`config.mk`:
```
export PLATFORM = sky130hd
export DESIGN_NAME = serirq_slave
export DESIGN_NICKNAME = d
export VERILOG_FILES = /design/src/serirq_pkg.sv /design/src/serirq_slave.sv
export SDC_FILE = /design/constraint.sdc
export NUM_CORES = 1
export LEC_CHECK = 0
export ABC_AREA = 0
export BUFFER_PORTS_ARGS = -buffer_cell sky130_fd_sc_hd__clkbuf_2
export CAP_MARGIN = 20
export CORE_ASPECT_RATIO = 0.6
export CORE_UTILIZATION = 45
export CTS_CLUSTER_SIZE = 14
export DETAILED_ROUTE_END_ITERATION = 16
export GPL_TIMING_DRIVEN = 0
export PLACE_DENSITY = 0.72
export SLEW_MARGIN = 40
export SYNTH_ARGS = -nofsm -noshare
export SYNTH_HDL_FRONTEND = slang
export SYNTH_SLANG_ARGS = --single-unit
```
`constraint.sdc`:
```
create_clock -name REF_CLK -period 2.1 [get_ports REF_CLK]
set_input_delay 0.21 -clock REF_CLK [delete_from_list [all_inputs] [get_ports REF_CLK]]
set_output_delay 0.21 -clock REF_CLK [all_outputs]
set_load 0.02 [all_outputs]
```
`src/serirq_pkg.sv`:
```
// Shared types and constants for the serial interrupt slave frame engine
package serirq_pkg;

    // ========================================================================
    // Frame engine states
    typedef enum logic [2:0] {
        ST_IDLE = 3'h1,
        ST_DATA = 3'h2,
        ST_STOP = 3'h4
    } state_t;

    // ========================================================================
    // Phases of one IRQ/Data frame
    typedef enum logic [1:0] {
        PH_SAMPLE = 2'h0,
        PH_RECOV  = 2'h1,
        PH_TURN   = 2'h2
    } phase_t;

    // ========================================================================
    // Line drive carrier
    typedef struct packed {
        logic o;
        logic oe;
    } drive_t;

    localparam drive_t DRV_OFF = 2'h0;
    localparam drive_t DRV_LOW = 2'h1;
    localparam drive_t DRV_HIGH = 2'h3;

    // ========================================================================
    // Frame counts and pulse widths
    localparam int FRAME_COUNT = 32;
    localparam logic [5:0] SLOT_LEAD = 6'h3f;
    localparam logic [5:0] SLOT_LAST = 6'h1f;
    localparam logic [3:0] LOW_MAX = 4'hf;
    localparam logic [3:0] LOW_NONE = 4'h0;
    localparam logic [3:0] START_MIN_LOW = 4'h4;
    localparam logic [3:0] STOP_QUIET_LOW = 4'h2;
    localparam logic [3:0] STOP_CONT_LOW = 4'h3;

    // ========================================================================
    // Reset values
    localparam logic QUIET_RESET = 1'h0;

endpackage

```
`src/serirq_slave.sv`:
```
// Serial interrupt slave: start detection, frame slots and stop mode decode
// Behaviour
// - Quiet mode: device may pull first start clock low; host holds rest.
// - Frame counting starts from the rising edge ending the start pulse.
// - Each IRQ/Data frame is three clocks: sample, recovery, turn-around.
// - Sample clock: pull low if that request is active, else leave undriven.
// - Recovery clock after a low sample: drive the line high.
// - Turn-around clock: release the line.
// - Slot driving starts at frame 1; all changes on rising clock edges.
// - Frames 1-16 carry IRQ0-15, frame 3 carries SMI; sample at 3n-1.
// - Frames 17-21 carry IOCHCK and INTA-D; frames 22-32 unassigned, last 95.
// - Stop low two clocks selects quiet, three selects continuous mode.
// - Any number of idle clocks after the stop frame is tolerated.
// - New start pulse accepted right after stop or after any idle gap.
// - Device start drive in quiet mode lasts exactly one clock.
// - In continuous mode only the host starts a frame.
// - Reset leaves the device in continuous mode.
`timescale 1ns/1ps

module serirq_slave (
    input wire logic REF_CLK,
    input wire logic RSTN,
    input wire logic [31:0] IRQ_REQ,
    input wire logic SERIRQ_I,
    output logic SERIRQ_O,
    output logic SERIRQ_OE,
    output logic QUIET_MODE
);

    // ========================================================================
    // State
    serirq_pkg::state_t state_q;
    serirq_pkg::state_t state_d;
    serirq_pkg::phase_t phase_q;
    serirq_pkg::phase_t phase_d;
    serirq_pkg::drive_t drv_q;
    serirq_pkg::drive_t drv_d;
    logic [5:0] slot_q;
    logic [5:0] slot_d;
    logic [3:0] low_q;
    logic [3:0] low_d;
    logic quiet_q;
    logic quiet_d;

    // ========================================================================
    // Decode
    wire line_low = ~SERIRQ_I;
    wire in_idle = (state_q == serirq_pkg::ST_IDLE);
    wire in_data = (state_q == serirq_pkg::ST_DATA);
    wire [3:0] low_inc = (low_q == serirq_pkg::LOW_MAX) ? low_q : 4'(low_q + 4'h1);
    wire start_seen = in_idle & SERIRQ_I & (low_q >= serirq_pkg::START_MIN_LOW);
    wire quiet_go = in_idle & quiet_q & (|IRQ_REQ) & SERIRQ_I
                    & (low_q == serirq_pkg::LOW_NONE) & ~drv_q.oe;
    wire phase_wrap = (phase_q == serirq_pkg::PH_TURN);
    wire [1:0] phase_nx = phase_wrap ? serirq_pkg::PH_SAMPLE : 2'(phase_q + 2'h1);
    wire [5:0] slot_nx = phase_wrap ? 6'(slot_q + 6'h1) : slot_q;
    wire last_done = in_data & phase_wrap & (slot_q == serirq_pkg::SLOT_LAST);
    wire stop_early = in_data & (phase_q == serirq_pkg::PH_RECOV) & ~drv_q.oe & line_low;
    wire drove_sample = drv_q.oe & ~drv_q.o & (phase_q == serirq_pkg::PH_SAMPLE);
    wire req_bit = IRQ_REQ[slot_nx[4:0]];
    wire stop_end = (state_q == serirq_pkg::ST_STOP) & SERIRQ_I
                    & (low_q != serirq_pkg::LOW_NONE);

    // ========================================================================
    // Frame engine
    always_comb
    begin
        state_d = state_q;
        phase_d = phase_q;
        slot_d = slot_q;
        low_d = low_q;
        drv_d = serirq_pkg::DRV_OFF;
        quiet_d = quiet_q;
        unique case (state_q)
            serirq_pkg::ST_IDLE:
            begin
                low_d = line_low ? low_inc : serirq_pkg::LOW_NONE;
                if (start_seen)
                begin
                    state_d = serirq_pkg::ST_DATA;
                    phase_d = serirq_pkg::PH_TURN;
                    slot_d = serirq_pkg::SLOT_LEAD;
                end
                else if (quiet_go)
                begin
                    drv_d = serirq_pkg::DRV_LOW;
                end
            end
            serirq_pkg::ST_DATA:
            begin
                phase_d = serirq_pkg::phase_t'(phase_nx);
                slot_d = slot_nx;
                if (phase_nx == serirq_pkg::PH_SAMPLE && req_bit)
                begin
                    drv_d = serirq_pkg::DRV_LOW;
                end
                else if (phase_nx == serirq_pkg::PH_RECOV && drove_sample)
                begin
                    drv_d = serirq_pkg::DRV_HIGH;
                end
                if (last_done)
                begin
                    state_d = serirq_pkg::ST_STOP;
                    low_d = serirq_pkg::LOW_NONE;
                    drv_d = serirq_pkg::DRV_OFF;
                end
                else if (stop_early)
                begin
                    state_d = serirq_pkg::ST_STOP;
                    low_d = serirq_pkg::STOP_QUIET_LOW;
                    drv_d = serirq_pkg::DRV_OFF;
                end
            end
            serirq_pkg::ST_STOP:
            begin
                if (line_low)
                begin
                    low_d = low_inc;
                end
                else if (stop_end)
                begin
                    state_d = serirq_pkg::ST_IDLE;
                    low_d = serirq_pkg::LOW_NONE;
                    if (low_q == serirq_pkg::STOP_QUIET_LOW)
                    begin
                        quiet_d = 1'h1;
                    end
                    else if (low_q == serirq_pkg::STOP_CONT_LOW)
                    begin
                        quiet_d = 1'h0;
                    end
                end
            end
            default:
            begin
                state_d = serirq_pkg::ST_IDLE;
                low_d = serirq_pkg::LOW_NONE;
            end
        endcase
    end

    // ========================================================================
    // Registers
    always_ff @(posedge REF_CLK)
    begin
        if (!RSTN)
        begin
            state_q <= serirq_pkg::ST_IDLE;
            phase_q <= serirq_pkg::PH_TURN;
            slot_q <= serirq_pkg::SLOT_LEAD;
            low_q <= serirq_pkg::LOW_NONE;
            drv_q <= serirq_pkg::DRV_OFF;
            quiet_q <= serirq_pkg::QUIET_RESET;
        end
        else
        begin
            state_q <= state_d;
            phase_q <= phase_d;
            slot_q <= slot_d;
            low_q <= low_d;
            drv_q <= drv_d;
            quiet_q <= quiet_d;
        end
    end

    assign SERIRQ_O = drv_q.o;
    assign SERIRQ_OE = drv_q.oe;
    assign QUIET_MODE = quiet_q;

    // ========================================================================
    // Checks
    AST_QUIET_ONE_CLOCK: assert property (@(posedge REF_CLK) disable iff (!RSTN)
        (in_idle && SERIRQ_OE) |=> !SERIRQ_OE)
        else $error("Quiet start drive longer than one clock");

    AST_CONT_NO_START: assert property (@(posedge REF_CLK) disable iff (!RSTN)
        (in_idle && !quiet_q) |=> !SERIRQ_OE)
        else $error("Start driven in continuous mode");

    AST_FRAME_PHASES: assert property (@(posedge REF_CLK) disable iff (!RSTN)
        (in_data && phase_q == serirq_pkg::PH_SAMPLE)
        |=> (phase_q == serirq_pkg::PH_RECOV) ##1 (phase_q == serirq_pkg::PH_TURN))
        else $error("Frame phase order broken");

    AST_SAMPLE_LOW: assert property (@(posedge REF_CLK) disable iff (!RSTN)
        (in_data && phase_q == serirq_pkg::PH_SAMPLE && SERIRQ_OE) |-> !SERIRQ_O)
        else $error("Sample clock driven high");

    AST_RECOVERY_HIGH: assert property (@(posedge REF_CLK) disable iff (!RSTN)
        (in_data && SERIRQ_OE && !SERIRQ_O && !stop_early && !last_done)
        |=> (SERIRQ_OE && SERIRQ_O))
        else $error("Recovery after low sample not driven high");

    AST_TURN_RELEASE: assert property (@(posedge REF_CLK) disable iff (!RSTN)
        (in_data && phase_q == serirq_pkg::PH_TURN) |-> !SERIRQ_OE)
        else $error("Line driven in turn-around");

    AST_FIRST_SLOT: assert property (@(posedge REF_CLK) disable iff (!RSTN)
        start_seen |=> ##1 (slot_q == 6'h00 && phase_q == serirq_pkg::PH_SAMPLE))
        else $error("First frame not two clocks after start edge");

    AST_LAST_FRAME: assert property (@(posedge REF_CLK) disable iff (!RSTN)
        last_done |=> (state_q == serirq_pkg::ST_STOP && !SERIRQ_OE))
        else $error("No stop wait after frame 32");

    AST_STOP_QUIET: assert property (@(posedge REF_CLK) disable iff (!RSTN)
        (stop_end && low_q == serirq_pkg::STOP_QUIET_LOW) |=> QUIET_MODE)
        else $error("Two clock stop did not select quiet mode");

    AST_STOP_CONT: assert property (@(posedge REF_CLK) disable iff (!RSTN)
        (stop_end && low_q == serirq_pkg::STOP_CONT_LOW) |=> !QUIET_MODE)
        else $error("Three clock stop did not select continuous mode");

    AST_EARLY_STOP: assert property (@(posedge REF_CLK) disable iff (!RSTN)
        stop_early |=> (state_q == serirq_pkg::ST_STOP && low_q == serirq_pkg::STOP_QUIET_LOW))
        else $error("Host stop in a recovery clock not taken");

    AST_SHORT_LOW_IGNORED: assert property (@(posedge REF_CLK) disable iff (!RSTN)
        (in_idle && SERIRQ_I && low_q < serirq_pkg::START_MIN_LOW) |=> in_idle)
        else $error("Start taken after fewer than four low clocks");

endmodule

```
=== Yosys cells after proc, flatten, opt, wreduce, memory -nomap -nowiden ===
Index checks and enable logic that the tools add are counted.
W data, S select, Z words.

* Register bits: 18
* Bits of input ports: 35
* Output and inout bits: 3
* Word-level logic and storage cells: 92

* Add/sub/neg operators: 3
* Magnitude comparators: 2
* Equality and inequality tests: 16
* Muxes and demuxes: 30
* Bitwise logic cells: 19
* Reductions and logical operators: 14

{| class="wikitable"
|+ Operators by type and width
! cell !! number
|-
| $reduce_or A32 Y1 || 1
|-
| $mux W4 || 6
|-
| $and A1 B1 Y1 || 16
|-
| $mux W3 || 5
|-
| $mux W2 || 6
|-
| $mux W6 || 2
|-
| $pmux W4 S3 || 1
|-
| $pmux W6 S2 || 1
|-
| $pmux W3 S3 || 1
|-
| $eq A4 B2 Y1 const B || 2
|-
| $pmux W2 S2 || 2
|-
| $reduce_and A4 Y1 || 2
|-
| $add A6 B1 Y6 const B || 1
|-
| $eq A6 B5 Y1 const B || 1
|-
| $lt A5 B6 Y1 const B || 1
|-
| $bmux W1 S5 || 1
|-
| $mux W1 || 5
|-
| $add A4 B1 Y4 const B || 1
|-
| $eq A2 B1 Y1 const B || 2
|-
| $eq A4 B4 Y1 const B || 1
|-
| $ge A4 B3 Y1 const B || 1
|-
| $logic_not A2 Y1 || 2
|-
| $logic_not A4 Y1 || 1
|-
| $ne A2 B1 Y1 const B || 2
|-
| 14 further kinds || 20
|}

=== Logic depth before layout (Yosys ltp) ===
* Depth in word-level cells: 9
* Mapped depth: 9
* Mapped depth without buffers: 8

=== Worst setup path before layout ===
OpenSTA, ideal clock, no wires.

* Path type: reg2reg
* From: register slot_q[1]
* To: register drv_q, in the netlist SERIRQ_OE
* Library setup time: 120 ps
* Arrival time: 1,971 ps
* Data required time: 1,980 ps
* Slack: 9 ps
* Cell stages (with the launch flop): 9
* Path buffers: 0
* Period minus slack after synthesis: 2,091 ps
* Cell sequence: dfxtp_1 -> ha_1 -> nor4bb_1 -> a21oi_1 -> o21ai_0 -> a32oi_1 -> a311oi_1 -> nor3_1 -> a211o_1

* Word-level cells in the longest chain between the ends: 9
* Elaborated cells between the ends (all ways): 11
* Those cells by class: add/sub: 1; eq/ne: 1; mux: 7; bitwise: 1; reduce/logical: 1

{| class="wikitable"
|+ RTL lines
! element !! line !! RTL
|-
| start, declared || serirq_slave.sv:38 || <nowiki>logic [5:0] slot_q;</nowiki>
|-
| start signal, assigned || serirq_slave.sv:150 || <nowiki>slot_q <= serirq_pkg::SLOT_LEAD;</nowiki>
|-
| start signal, assigned || serirq_slave.sv:159 || <nowiki>slot_q <= slot_d;</nowiki>
|-
| $add A6 B1 Y6 || serirq_slave.sv:56 || <nowiki>wire [5:0] slot_nx = phase_wrap ? 6'(slot_q + 6'h1) : slot_q;</nowiki>
|-
| $mux W6 || serirq_slave.sv:56 ||
|-
| $bmux W1 S5 || serirq_slave.sv:60 || <nowiki>wire req_bit = IRQ_REQ[slot_nx[4:0]];</nowiki>
|-
| $mux W1 (implied by the code) || serirq_slave.sv:60 ||
|-
| $logic_and A1 B1 Y1 || serirq_slave.sv:93 || <nowiki>if (phase_nx == serirq_pkg::PH_SAMPLE && req_bit)</nowiki>
|-
| $mux W2 || serirq_slave.sv:93 ||
|-
| $mux W2 || serirq_slave.sv:107 || <nowiki>else if (stop_early)</nowiki>
|-
| $mux W2 (*) || serirq_slave.sv:101 || <nowiki>if (last_done)</nowiki>
|-
| $pmux W2 S2 (*) || serirq_slave.sv:74 || <nowiki>unique case (state_q)</nowiki>
|-
| end signal, assigned || serirq_slave.sv:152 || <nowiki>drv_q <= serirq_pkg::DRV_OFF;</nowiki>
|-
| end signal, assigned || serirq_slave.sv:161 || <nowiki>drv_q <= drv_d;</nowiki>
|-
| end, declared || serirq_slave.sv:36 || <nowiki>serirq_pkg::drive_t drv_q;</nowiki>
|}

Every way passes the cells marked *; elsewhere a longest branch is shown, timed or not. The select of a mux whose other input is x is not followed.
A chain may end at the register's enable or synchronous reset.

=== Final worst setup path ===
Same ends and word-level chain as after synthesis.

==> out/results.ini <==
[die]
design.die.area_um2 = 3510
design.core.area_um2 = 2980
initial_utilization_pct = 49.3
ioPinCount = 38
die_outline_width_um = 75.8
row_count = 15
floorplan.die.height_um = 46.3

[setup_path]
worstReg2RegEnd = SERIRQ_OE
category_of_the_most_critical_setup_path = register to register
cp.required_ns = 2.25
critical_path.reg2reg.startpoint = slot_q[1]
cp-end-kind = register
path_max_fanout = 6
crit_start = slot_q[1]
worstRegToRegCells = 8
crit_path_cell_trace = ha_4 -> nor4bb_4 -> a21oi_2 -> mux2i_2 -> a32oi_1 -> a311oi_2 -> nor3_1 -> a211o_1
worstPathArrival_ns = 2.24
crit_path_end = SERIRQ_OE
critPathLaunchType = register
cp_slowest_cell = sky130_fd_sc_hd__dfxtp_4
worst-r2r-setup-slack_ns = 0.01
timing.critical_path.slowest_cell_delay_ns = 0.35

[yosys]
post_synth_most_frequent_cells = 34 x sky130_fd_sc_hd__nand2_1, 18 x sky130_fd_sc_hd__dfxtp_1, 13 x sky130_fd_sc_hd__nand3_1
syn_nets = 237
synthMostInstantiatedCell = sky130_fd_sc_hd__nand2_1
synth.largest_area_cell = sky130_fd_sc_hd__dfxtp_1
synth-warning-count = 0
synthFlopType = sky130_fd_sc_hd__dfxtp_1
synth.yosys.seq_area_share_pct = 24.5
ys_async_sr_fraction_pct = 0
synth.lib_cells_used.distinct = 48
synthesis.area_um2 = 1470
syn_area_per_cell_um2 = 7.43
synth.area.top_cells = sky130_fd_sc_hd__dfxtp_1 24%, sky130_fd_sc_hd__nand2_1 8.7%, sky130_fd_sc_hd__mux2i_1 5.4%
synth_edf_count = 0
synth.ff_latch_count = 18
post_synth_inst_count = 198
synth_top_area_share_pct = 24.5

[global_route]
grt_first_pass_wirelength_um = 7200
grt_usage_pct = 28.6
antenna_found_initial = 0
first_global_vias = 1529
grt.overflow.total = 0
largest_net_degree_at_the_start_of_global_routing = 11

[timing]
rsz0062_at_grt = true
finClkSkew_ns = 0.00534
post-route-period-util_pct = 99.5
fmax_ghz = 0.478
slew_headroom_pct = 65.9
timing_max_transition_violations_final = 0
final_hold_viol_count = 0
timing_worst_slew_pin_value_ns = 0.511
report.final.setup_viol = 0
period_minus_slack_ns = 2.09
setup_ws_ns = 0.00963

[hold_path]
min-delay-path-class = primary input to register

[clocking]
tritoncts = yes
clkSinkCount = 18
clkLatencyLatePin_ns = 0.26
cts_htree_levels = 1
tritoncts.num_buffers = 3
cts_max_path_buffers = 2
post_cts_hold_buffer_count = 0
cts_root_buffer = sky130_fd_sc_hd__clkbuf_8
worst_path_clk_slew_ns = 0.07

[layout]
nets = 292
postLayoutCoreUtil_pct = 67.8
antenna-diode-count = 0
area_growth_syn_to_layout_pct = 37.6
share_of_cells_above_drive_strength_1_pct = 35.7
post-route-cell-area_um2 = 2020
fin_cells = 294

[pwr]
p_leak_nw = 0.866
design_power_total_uw = 906
power.ir.vdd_worst_uv = 279
cellPowerDensity_nw_per_um2 = 447

[flow_run]
drv.max_cap_violation_count = 0

[run_status]
status = completed

[drt]
routedWlPerCell_um = 15.6
viasPerCell = 6.01
drt_iter0_markers = 186
count_of_tritonroute_iterations_in_the_first_routing_pass = 5
routed_wl_um = 4590
drc_errors = 0
ant_nets = 0
via_count = 1766

[place]
placed_area_um2 = 1710
half_perimeter_wire_length_after_detailed_placement_um = 3230
gp_congestion = 0.914
port_buffers = 37
placedCellCount = 277
dpl_worst_slack_ns = -0.466

==> how the worst min path moves through the flow <==
stage | startpoint | endpoint | slack [ns] | cells after the start
after CTS | RSTN | low_q[0] | 0.25 | 2
after global routing | RSTN | low_q[0] | 0.26 | 2
after detailed placement | QUIET_MODE | QUIET_MODE | 0.49 | 2
after global placement | QUIET_MODE | QUIET_MODE | 0.49 | 2
after floorplan | RSTN | low_q[0] | 0.33 | 1
final | RSTN | low_q[0] | 0.26 | 2
==> kinds of logic (layout without fill, tap and decap cells) <==
| logic type | after synthesis | after routing | share of synthesized area (%) |
|---|---|---|---|
| AO/OA/AOI/OAI | 40 | 40 | 20.0 |
| XOR/XNOR | 5 | 5 | 3.49 |
| adder cells (fa/ha/maj) | 4 | 4 | 3.40 |
| buffers and inverters | 12 | 66 | 3.83 |
| flip-flops | 18 | 18 | 24.5 |
| multiplexers | 8 | 8 | 5.44 |
| AND/OR/NAND/NOR | 111 | 111 | 39.4 |
==> repair_timing <==
| item | 4_1_cts | 5_1_grt |
|---|---|---|
| pin swaps | 6 | 13 |
| endpoints found under the setup margin | 5 | 5 |
| resized for setup | 25 | 19 |
| gates cloned | 0 | 0 |
| endpoints found under the hold margin | 0 | 0 |
| buffers inserted | 10 | 4 |
==> report_power, final <==
| group | total, mW | internal [mW] | switching (mW) | leakage [nW] |
|---|---|---|---|---|
| clock network | 0.287 | 0.167 | 0.121 | 0.0288 |
| registers | 0.395 | 0.361 | 0.0341 | 0.147 |
| logic | 0.224 | 0.105 | 0.119 | 0.690 |
| total | 0.906 | 0.633 | 0.273 | 0.866 |
==> worst max-delay path: cells and delay by family, from the launching register on <==
kind | cells | cell delay [ns]
compound gates | 4 | 0.76
flops | 1 | 0.35
simple gates | 2 | 0.33
fa+ha+maj | 1 | 0.30
mux | 1 | 0.24
==> per-stage QoR <==
stage | TNS [ns] | hold WS [ns]
3_3_place_gp | -1.13 | 0.492
5_1_grt | -0.100 | 0.264
3_5_place_dp | -0.949 | 0.492
6_report | 0 | 0.260
4_1_cts | 0 | 0.250
2_1_floorplan | 0 | 0.332
==> layout make-up <==
class,count,area (um2)
multi-input cells,168,1180
fillers,231,960
flip-flops and latches,18,377
repair buffers,51,294
clock buffers,4,55.1
well taps,42,52.6
plain buffers,6,43.8
inverters,5,18.8
==> placed cells by master (no fill, tap or decap), drive strengths merged, types with 5 or more instances in the layout <==
master | netlist | final
nand3 | 13 | 13
nor4 | 8 | 8
o21ai | 11 | 11
and3 | 6 | 6
nand4 | 7 | 7
inv | 5 | 5
buf | 2 | 17
clkbuf | 5 | 44
nand2b | 8 | 8
nor2b | 6 | 6
mux2i | 8 | 8
a21oi | 7 | 7
nand2 | 34 | 34
dfxtp | 18 | 18
nor2 | 11 | 11
==> per-layer routing <==
layer / part of all wire, % / global-route usage, % / vias to the layer above / wire length [um]
met1: 51 / 42.5 / 812 / 2340
li1: - / - / 845 / -
met5: 0 / 0 / - / 0
met2: 39 / 37.5 / 93 / 1790
met4: 2.2 / 9.26 / 0 / 101
met3: 7.9 / 9.85 / 16 / 362
==> flip-flops by register name, summed over array words and instances, names as in the netlist <==
register    count
QUIET_MODE      1
SERIRQ_O        1
SERIRQ_OE       1
low_q           4
phase_q         2
slot_q          6
state_q         3
No activity file was read; power rests on OpenSTA's default activity.
